===== config.mk =====
export PLATFORM = sky130hd
export DESIGN_NAME = anpr_regs
export DESIGN_NICKNAME = d
export VERILOG_FILES = /design/src/design/anpr_pkg.sv /design/src/design/anpr_rx_check.sv /design/src/design/anpr_regs.sv
export VERILOG_INCLUDE_DIRS = /design/src /design/src/design
export SDC_FILE = /design/constraint.sdc
export NUM_CORES = 1
export LEC_CHECK = 0
export ABC_AREA = 1
export BUFFER_PORTS_ARGS = -buffer_cell sky130_fd_sc_hd__buf_2
export CAP_MARGIN = 20
export CORE_UTILIZATION = 39
export DETAILED_ROUTE_END_ITERATION = 8
export PLACE_DENSITY = 0.69
export REMOVE_ABC_BUFFERS = 1
export SYNTH_ARGS = -nofsm -noshare
export SYNTH_HDL_FRONTEND = slang
export SYNTH_HIERARCHICAL = 1
export SYNTH_SLANG_ARGS = --single-unit
export TNS_END_PERCENT = 100

===== constraint.sdc =====
create_clock -name clk -period 3.4 [get_ports clk]
set_clock_uncertainty 0.1 [all_clocks]
set_input_delay 0.34 -clock clk [delete_from_list [all_inputs] [get_ports clk]]
set_output_delay 0.34 -clock clk [all_outputs]
set_load 0.01 [all_outputs]

===== src/design/anpr_consts.svh =====
// Constants for the next-page register bank
`ifndef ANPR_CONSTS_SVH
`define ANPR_CONSTS_SVH

// Direct register addresses
`define ANPR_ADDR_CTRL 8'h6E
`define ANPR_ADDR_OFFS 8'h6F
`define ANPR_ADDR_DATA 8'hA0

// Control register fields
`define ANPR_TABLE_HI 7
`define ANPR_TABLE_LO 5
`define ANPR_PORT_HI 3
`define ANPR_PORT_LO 0
`define ANPR_TABLE_EEE 3'h1
`define ANPR_PORT_MIN 4'h1
`define ANPR_PORT_MAX 4'h3
`define ANPR_CTRL_RMASK 8'hEF

// Indirect byte offsets
`define ANPR_OFF_TX_HI 8'h0E
`define ANPR_OFF_TX_LO 8'h0F
`define ANPR_OFF_RX_HI 8'h10
`define ANPR_OFF_RX_LO 8'h11

// Transmit word reset and writable bits
`define ANPR_TX_RESET 16'h2001
`define ANPR_TX_WMASK 16'hB7FF

// Receive page reset and comparison mask
`define ANPR_RX_RESET 16'h0000
`define ANPR_ACK_IGNORE 16'hBFFF

// Consistent bursts needed, minus one
`define ANPR_CONSIST_LAST 2'h2

`endif


===== src/design/anpr_pkg.sv =====
// Types for the next-page register bank
package anpr_pkg;

  typedef struct packed {
    logic more_pages_flag;
    logic ack;
    logic message_kind_flag;
    logic can_comply_flag;
    logic toggle;
    logic [10:0] code;
  } anpr_page_t;

  typedef struct packed {
    logic valid;
    anpr_page_t word;
  } anpr_flp_t;

  typedef struct packed {
    logic wr;
    logic rd;
    logic [7:0] addr;
    logic [7:0] wdata;
  } anpr_reg_req_t;

endpackage : anpr_pkg


===== src/design/anpr_rx_check.sv =====
// Partner next-page acceptance for one port
`timescale 1ns/10ps
`include "anpr_consts.svh"

module anpr_rx_check (
  input wire logic clk,
  input wire logic reset_n,
  input wire logic start,
  input wire logic partner_base_toggle,
  input wire anpr_pkg::anpr_flp_t flp,
  output anpr_pkg::anpr_page_t page,
  output logic accepted
);

  logic [15:0] last_word;
  logic [1:0] match_cnt;
  logic expect_toggle;

  wire [15:0] cand = flp.word & `ANPR_ACK_IGNORE;
  wire toggle_ok = flp.word.toggle == expect_toggle;
  wire same = (cand == last_word) && (match_cnt != 2'h0);
  wire done = flp.valid && toggle_ok && same &&
              (match_cnt == `ANPR_CONSIST_LAST);
  wire [1:0] next_cnt = !toggle_ok ? 2'h0 :
                        same ? match_cnt + 2'h1 : 2'h1;

  always_ff @(posedge clk or negedge reset_n) begin
    if (!reset_n) begin
      last_word <= 16'h0000;
      match_cnt <= 2'h0;
      expect_toggle <= 1'b0;
    end else if (start) begin
      last_word <= 16'h0000;
      match_cnt <= 2'h0;
      expect_toggle <= ~partner_base_toggle;
    end else if (done) begin
      match_cnt <= 2'h0;
      expect_toggle <= ~expect_toggle;
    end else if (flp.valid) begin
      last_word <= cand;
      match_cnt <= next_cnt;
    end
  end

  // Whole page latched at once
  always_ff @(posedge clk or negedge reset_n) begin
    if (!reset_n) begin
      page <= `ANPR_RX_RESET;
      accepted <= 1'b0;
    end else begin
      accepted <= done && !start;
      if (done && !start) begin
        page <= flp.word;
      end
    end
  end

endmodule : anpr_rx_check


===== src/design/anpr_regs.sv =====
// Indirect next-page register bank for three copper ports
`timescale 1ns/10ps
`include "anpr_consts.svh"

// How it works
// - Ports 1 to 3 and a byte offset pick a byte seen at address 0xA0.
// - Transmit word bits 10:0 are a writable code field resetting to 1.
// - Received bit 15 tells whether more partner pages follow; resets 0.
// - Received bit 14 is the ack, taken after three matching bursts.
// - Received bit 13 marks a message page versus unformatted; resets 0.
// - Received bit 12 tells whether the partner can comply; resets 0.
// - Each page's toggle bit is the inverse of the previous page's.
// - The first next page's toggle is the inverse of base word bit 11.
module anpr_regs (
  input wire logic clk,
  input wire logic reset_n,
  input wire anpr_pkg::anpr_reg_req_t reg_req,
  output logic [7:0] reg_rdata,
  output logic reg_rvalid,
  input wire anpr_pkg::anpr_flp_t [2:0] flp_in,
  input wire logic [2:0] np_start,
  input wire logic [2:0] local_base_toggle,
  input wire logic [2:0] partner_base_toggle,
  input wire logic [2:0] tx_page_done,
  output anpr_pkg::anpr_page_t [2:0] tx_next_page,
  output logic [2:0] rx_page_accepted
);

  logic [2:0] table_sel;
  logic [3:0] port_sel;
  logic [7:0] offset_sel;
  logic [15:0] tx_soft [3];
  logic [2:0] tx_toggle;
  logic [15:0] tx_word [3];
  logic [15:0] rx_word [3];
  anpr_pkg::anpr_page_t rx_page [3];

  // Direct address decode
  wire ctrl_hit = reg_req.addr == `ANPR_ADDR_CTRL;
  wire offs_hit = reg_req.addr == `ANPR_ADDR_OFFS;
  wire data_hit = reg_req.addr == `ANPR_ADDR_DATA;

  // Window qualification
  wire table_ok = table_sel == `ANPR_TABLE_EEE;
  wire port_ok = (port_sel >= `ANPR_PORT_MIN) &&
                 (port_sel <= `ANPR_PORT_MAX);
  wire win_ok = table_ok && port_ok;
  wire [1:0] port_idx = port_sel[1:0] - 2'h1;
  wire win_wr = reg_req.wr && data_hit && win_ok;
  wire wr_tx_hi = win_wr && (offset_sel == `ANPR_OFF_TX_HI);
  wire wr_tx_lo = win_wr && (offset_sel == `ANPR_OFF_TX_LO);

  // Control and offset registers
  always_ff @(posedge clk or negedge reset_n) begin
    if (!reset_n) begin
      table_sel <= 3'h0;
      port_sel <= 4'h0;
    end else if (reg_req.wr && ctrl_hit) begin
      table_sel <= reg_req.wdata[`ANPR_TABLE_HI:`ANPR_TABLE_LO];
      port_sel <= reg_req.wdata[`ANPR_PORT_HI:`ANPR_PORT_LO];
    end
  end

  always_ff @(posedge clk or negedge reset_n) begin
    if (!reset_n) begin
      offset_sel <= 8'h00;
    end else if (reg_req.wr && offs_hit) begin
      offset_sel <= reg_req.wdata;
    end
  end

  // Per-port transmit word and partner page
  genvar gi;
  generate
    for (gi = 0; gi < 3; gi++) begin : g_port
      wire sel_me = port_idx == 2'(gi);
      wire [15:0] hi_val = {reg_req.wdata, tx_soft[gi][7:0]};
      wire [15:0] lo_val = {tx_soft[gi][15:8], reg_req.wdata};
      wire [15:0] wr_val = wr_tx_hi ? hi_val : lo_val;
      wire do_wr = sel_me && (wr_tx_hi || wr_tx_lo);
      wire [15:0] next_soft = (wr_val & `ANPR_TX_WMASK) |
                              (tx_soft[gi] & ~`ANPR_TX_WMASK);

      always_ff @(posedge clk or negedge reset_n) begin
        if (!reset_n) begin
          tx_soft[gi] <= `ANPR_TX_RESET;
        end else if (do_wr) begin
          tx_soft[gi] <= next_soft;
        end
      end

      always_ff @(posedge clk or negedge reset_n) begin
        if (!reset_n) begin
          tx_toggle[gi] <= 1'b0;
        end else if (np_start[gi]) begin
          tx_toggle[gi] <= ~local_base_toggle[gi];
        end else if (tx_page_done[gi]) begin
          tx_toggle[gi] <= ~tx_toggle[gi];
        end
      end

      // Reserved ack bit reads zero, toggle from hardware
      assign tx_word[gi] = {tx_soft[gi][15], 1'b0, tx_soft[gi][13:12],
                            tx_toggle[gi], tx_soft[gi][10:0]};
      assign tx_next_page[gi] = tx_word[gi];

      anpr_rx_check u_rx_check (
        .clk(clk),
        .reset_n(reset_n),
        .start(np_start[gi]),
        .partner_base_toggle(partner_base_toggle[gi]),
        .flp(flp_in[gi]),
        .page(rx_page[gi]),
        .accepted(rx_page_accepted[gi])
      );

      assign rx_word[gi] = rx_page[gi];
    end
  endgenerate

  // Indirect byte selection
  wire [15:0] sel_tx = tx_word[port_idx];
  wire [15:0] sel_rx = rx_word[port_idx];
  wire [7:0] win_byte =
    (offset_sel == `ANPR_OFF_TX_HI) ? sel_tx[15:8] :
    (offset_sel == `ANPR_OFF_TX_LO) ? sel_tx[7:0] :
    (offset_sel == `ANPR_OFF_RX_HI) ? sel_rx[15:8] :
    (offset_sel == `ANPR_OFF_RX_LO) ? sel_rx[7:0] : 8'h00;
  wire [7:0] ctrl_byte = {table_sel, 1'b0, port_sel} & `ANPR_CTRL_RMASK;
  wire [7:0] next_rdata =
    ctrl_hit ? ctrl_byte :
    offs_hit ? offset_sel :
    (data_hit && win_ok) ? win_byte : 8'h00;

  // Read data one cycle after the strobe
  always_ff @(posedge clk or negedge reset_n) begin
    if (!reset_n) begin
      reg_rdata <= 8'h00;
      reg_rvalid <= 1'b0;
    end else begin
      reg_rvalid <= reg_req.rd;
      if (reg_req.rd) begin
        reg_rdata <= next_rdata;
      end
    end
  end

endmodule : anpr_regs


==> results_dict.tcl, run 1 <==
set metrics [dict create \
    fin_area_um2 11200 \
    drtIter0Drc 748 \
    wl_per_cell_um 14.7 \
    post-cts-setup-buffer-count 0 \
    ys_ff_latch 174 \
    ys_seq_area_share_pct 44.7 \
    ys_warn_count 6 \
    period_minus_slack_ps 2380 \
    dieHeight_um 160 \
    fin_setup_tns_ps 0 \
    setup_slack_ps 1020 \
    synth_top_area_share_pct 43.1 \
    ys_top_cells_by_count "nand2_1, dfrtp_1, inv_1, nand3_1, nor2_1" \
    reg2reg_slack_ps 1020 \
    ioPinCount 143 \
    critPathLaunchType "flip-flop" \
    grt_setup_unrepaired "no" \
    crit_family "simple AND/OR/NAND/NOR gates" \
    path_max_fanout 38 \
    tritoncts "built" \
    critPathKind "flip-flop to flip-flop" \
    leakagePower_nw 6.25 \
    async_flop_share_pct 100 \
    n_antenna_cell 0 \
    path_clk_slew_ps 70 \
    nNetsFinal 1562 \
    synthMostInstantiatedCell "nand2_1" \
    cp_cell_sequence "buf_4 > ha_1 > o21ai_1 > nor2_1 > nand2_2 > nor3_2 > nand2_1 > nand2_1 > o21ai_1" \
    grt_pass1_wl_um 43100 \
    fin_crit_sh_pct 70.1 \
    synth_edf_count 0 \
    die-area_um2 25700 \
    htreeDepth 4 \
    drcViolationCount 0 \
    start_util_pct 39.9 \
    reg2regPathDepth 9 \
    utilization_pct 45.7 \
    arrival_ps 2580 \
    max_cap_violations 0 \
    status "finished, final reports clean" \
    peakVddDrop_mv 0.243 \
    critPathSlowestCell "buf_4" \
    holdWs_ps 43.4 \
    whs_endpoint "g_port[1].u_rx_check/page[14]" \
    drive_gt1_share_pct 15.3 \
    power_mw 4.51 \
    max_stage_delay_ps 400 \
    cts_max_path_buffers 2 \
    syn_area_per_cell_um2 7.18 \
    worst_hold_path_type "primary input to flip-flop" \
    synthCells 1359 \
    final_hold_viol_count 0 \
    drv_slew 0 \
    fmax_mhz 420 \
    core_um2 24500 \
    pre_cts_ws_ps 1060 \
    syn_to_final_growth_pct 14.5 \
    hold_depth 3 \
    numPortBuffers 139 \
    cts.root.buffer_cell "clkbuf_16" \
    cp_num_buf_inv 1 \
    synthDistinctLibCells 37 \
    power_density_nw_per_um2 403 \
    grt_usage_pct 21.2 \
    rows 57 \
    grt_pass1_vias 8277 \
    numCtsBuffers 17 \
    wl_um 26500 \
    maxSlewHeadroom_pct 35.0 \
    gp_congestion 1.01 \
    synth_top_cell_by_area "dfrtp_1" \
    setup_viol 0 \
    clk_latency_ps 440 \
    antenna_found_initial 1 \
    grt_max_degree 86 \
    hp-start "flp_in[31]" \
    via_count 8916 \
    die_w_um 160 \
    endpoint_kind "flip-flop" \
    cp_data_required_time_ps 3600 \
    post_dp_cell_area_um2 10600 \
    gr-total-overflow 0 \
    vias_per_cell 4.94 \
    drt-pass1-iter-count 5 \
    cts_sinks 174 \
    ant_nets 0 \
    fin_cells 1805 \
    hpwl_um 18400 \
    synth_flop_cell "dfrtp_1" \
    dp.cells 1768 \
    worst_pin_slew_ps 974 \
    ys_top_cells_by_area "dfrtp_1, nand2_1, inv_1, nand3_1, o21ai_1" \
    netlist_area_um2 9760 \
    r2r-start "port_sel[0]" \
]
layout by cell type, fill, tap and decap left out, drive strengths merged, types with 5 or more instances in the layout:
cell type / netlist / routed
clkinv: 4 / 7
o21bai: 6 / 6
nor2: 103 / 103
clkbuf: 19 / 18
nor3: 8 / 8
buf: 43 / 145
nand2: 525 / 525
nand4: 50 / 50
dfrtp: 168 / 168
inv: 170 / 178
dfstp: 6 / 6
a21oi: 14 / 14
o21ai: 123 / 123
dlygate4sd3: 0 / 5
ha: 11 / 11
nand3: 93 / 93
cell type report:
type,instances,area [µm²]
tap,324,405
fill,2446,13300
multi-input combinational,951,4390
clock inverter,14,126
timing repair buffer,150,810
inverter,174,653
clock buffer,18,439
sequential,174,4360
worst reg2reg max path: stages (launching register included):
cell	delay, ps
dfrtp_1	370
buf_4	400
ha_1	220
o21ai_1	60
nor2_1	150
nand2_2	190
nor3_2	240
nand2_1	300
nand2_1	140
o21ai_1	80
metal layers:
layer  up-vias  share of wire (%)  GRT usage [%]
met5         -              0.049              0
met1      4117                 45           28.3
met3        39                6.1           3.95
met2       293                 47           34.5
li1       4465                  -              -
met4         2                2.1           7.19
repair_timing:
item	in CTS	in global routing
hold buffers	5	0
resized for setup	0	0
hold endpoints to repair	85	0
power by group:
group	switching (mW)	leakage [nW]	internal, mW
sequential	0.0436	2.36	2.12
combinational	0.313	3.62	0.146
clock	0.903	0.270	0.984
worst max path at each step:
stage | slack (ps) | startpoint | end | cells after the start
6_report | 1020 | port_sel[0] | flip-flop | 9
5_1_grt | 850 | port_sel[0] | flip-flop | 9
4_1_cts | 1040 | port_sel[0] | flip-flop | 9
3_5_place_dp | 1060 | port_sel[0] | flip-flop | 9
3_3_place_gp | 1130 | port_sel[0] | flip-flop | 9
2_1_floorplan | -190 | port_sel[0] | reg_rdata[6] | 11
kinds of logic after synthesis:
kind of cell	Yosys count	share of synthesized area, %
and+or+nand+nor	784	34.7
DFF	174	44.7
adders and majority gates	11	1.41
other	1	0.0384
muxes	3	0.308
AOI/OAI and AO/OA	144	7.79
xor gates and xnor gates	6	0.538
buffers and inverters	236	10.5
Note: power is estimated with default switching activity, not from simulation.
==> inputs of run 2 (changes only) <==
- PLACE_DENSITY: 0.69 -> 0.71
- clock period: 3.4 -> 2.07 ns (I/O delays scaled with it)
==> run 2 against run 1 <==
  * Global-route usage is 0.75 points higher
  * Routed wire length is 3.4% higher
  * Power is 75% higher
  * First-iteration DRC count is 6.1% lower
  * Final area is 9.4% higher
  * Non-clock buffer count is 100 higher
  * Combinational power is 96% higher
  * Sequential share of layout area is 3.4 points lower
  * Critical path type unchanged
  * Largest cell class unchanged
  * Highest routed layer is now met4
==> results_dict.tcl, run 2 (same netlist as run 1, synthesis figures left out) <==
set metrics [dict create \
    maxSlewHeadroom_pct 56.5 \
    drt-pass1-iter-count 5 \
    max_cap_violations 0 \
    path_max_fanout 16 \
    wl_per_cell_um 14.4 \
    hold_depth 3 \
    via_count 9425 \
    critPathLaunchType "flip-flop" \
    final_cell_mix "nand2_1, dfrtp_1, inv_1" \
    fin_area_um2 12200 \
    period_minus_slack_ps 1950 \
    tritoncts "built" \
    critPathKind "flip-flop to flip-flop" \
    worst_pin_slew_ps 651 \
    ioPinCount 143 \
    grt_pass1_vias 8999 \
    die_w_um 160 \
    dieHeight_um 160 \
    holdWs_ps 55.8 \
    rows 57 \
    fin_cells 1907 \
    reg2regPathDepth 12 \
    wl_um 27400 \
    n_fill_cell 2359 \
    nNetsFinal 1664 \
    drive_gt1_share_pct 17.5 \
    cts.root.buffer_cell "clkbuf_16" \
    n_antenna_cell 0 \
    cp_data_required_time_ps 2290 \
    path_clk_slew_ps 70 \
    start_util_pct 39.9 \
    status "finished, final reports clean" \
    leakagePower_nw 6.75 \
    vias_per_cell 4.94 \
    worst_hold_path_type "primary input to flip-flop" \
    htreeDepth 4 \
    gp_congestion 0.927 \
    gr-total-overflow 0 \
    cts_max_path_buffers 2 \
    numPortBuffers 139 \
    drtIter0Drc 702 \
    hpwl_um 19100 \
    mostFrequentLayoutCell "nand2_1" \
    fin_crit_sh_pct 94.3 \
    cts_sinks 174 \
    setup_slack_ps 117 \
    drcViolationCount 0 \
    post_dp_cell_area_um2 10900 \
    antenna_found_initial 0 \
    numCtsBuffers 17 \
    drv_slew 0 \
    grt_pass1_wl_um 45100 \
    fmax_mhz 512 \
    arrival_ps 2170 \
    setup_viol 0 \
    clk_latency_ps 440 \
    grt_max_degree 48 \
    pre_cts_ws_ps 70.6 \
    die-area_um2 25700 \
    peakVddDrop_mv 0.452 \
    utilization_pct 50.0 \
    dp.cells 1804 \
    ant_nets 0 \
    core_um2 24500 \
    reg2reg_slack_ps 120 \
    syn_to_final_growth_pct 25.3 \
    endpoint_kind "flip-flop" \
    final_hold_viol_count 0 \
    power_density_nw_per_um2 646 \
    grt_usage_pct 22.0 \
]
[run 2: changes by cell type in the layout (fill, tap and decap cells not counted), moves of 2 or more]
cell	delta
o21ai_1	+2
dlygate4sd3_1	+54
inv_6	-2
nand3_2	+2
o21ai_0	-2
nor2_2	-2
bufinv_16	+3
buf_12	+4
nor2_4	+3
buf_6	+2
buf_4	+40
[run 2: power by group]
part	internal, mW	switching (mW)	total (mW)
Sequential	3.48	0.0731	3.56
Clock	2.00	1.45	3.44
Combinational	0.352	0.548	0.900
Total	5.83	2.07	7.90
[run 2: final timing paths]
kind | start | endpoint
max reg2reg | port_sel[0] | reg_rdata[3]
min reg2reg | reg_rdata[4] | reg_rdata[4]
min | reg_req[6] | flip-flop
max in group asynchronous | reset_n | g_port[1].u_rx_check/last_word[8]
min in group asynchronous | reset_n | asynchronous set/reset pin
max | port_sel[0] | reg_rdata[3]
[run 2: through the flow]
| step | power, mW | setup TNS, ps |
|---|---|---|
| finish | 7.90 | 0 |
| global route | 8.22 | -20.1 |
| CTS | 7.93 | 0 |
| detailed placement | 4.40 | 0 |
| global placement | 4.39 | 0 |
| floorplan | 3.98 | -37390 |
[run 2: timing repair]
item,in CTS,in global routing
resized for setup,0,10
buffers inserted,0,10
endpoints found under the setup margin,0,83
endpoints found under the hold margin,153,0
hold buffers,59,0
[run 2: cell type report]
type | instances | area [µm²] | share of cell area, %
clock buffers | 19 | 453 | 3.70
clock inverters | 13 | 176 | 1.44
inverters | 174 | 653 | 5.34
multi-input cells | 953 | 4430 | 36.2
flip-flops and latches | 174 | 4360 | 35.7
well taps | 324 | 405 | 3.31
repair buffers | 250 | 1750 | 14.3
[run 2: critical path, cell delays in order, from the launching register on]
cell and delay, ps:
dfrtp_1 400, inv_2 60, ha_2 380, nor2_2 70, buf_4 190, nand2_1 70, nand2_1 50, nand2_1 60
nand2_1 70, o21ai_1 190, nand2_1 80, nand2_1 60, nand2_1 50
[run 2: per-layer routing]
metal	up-vias	GRT usage [%]	part of all wire, %
met4	0	7.45	2.1
met1	4372	29.2	44
met2	332	36.4	48
met5	-	0	0
met3	43	3.43	6.1
li1	4678	-	-
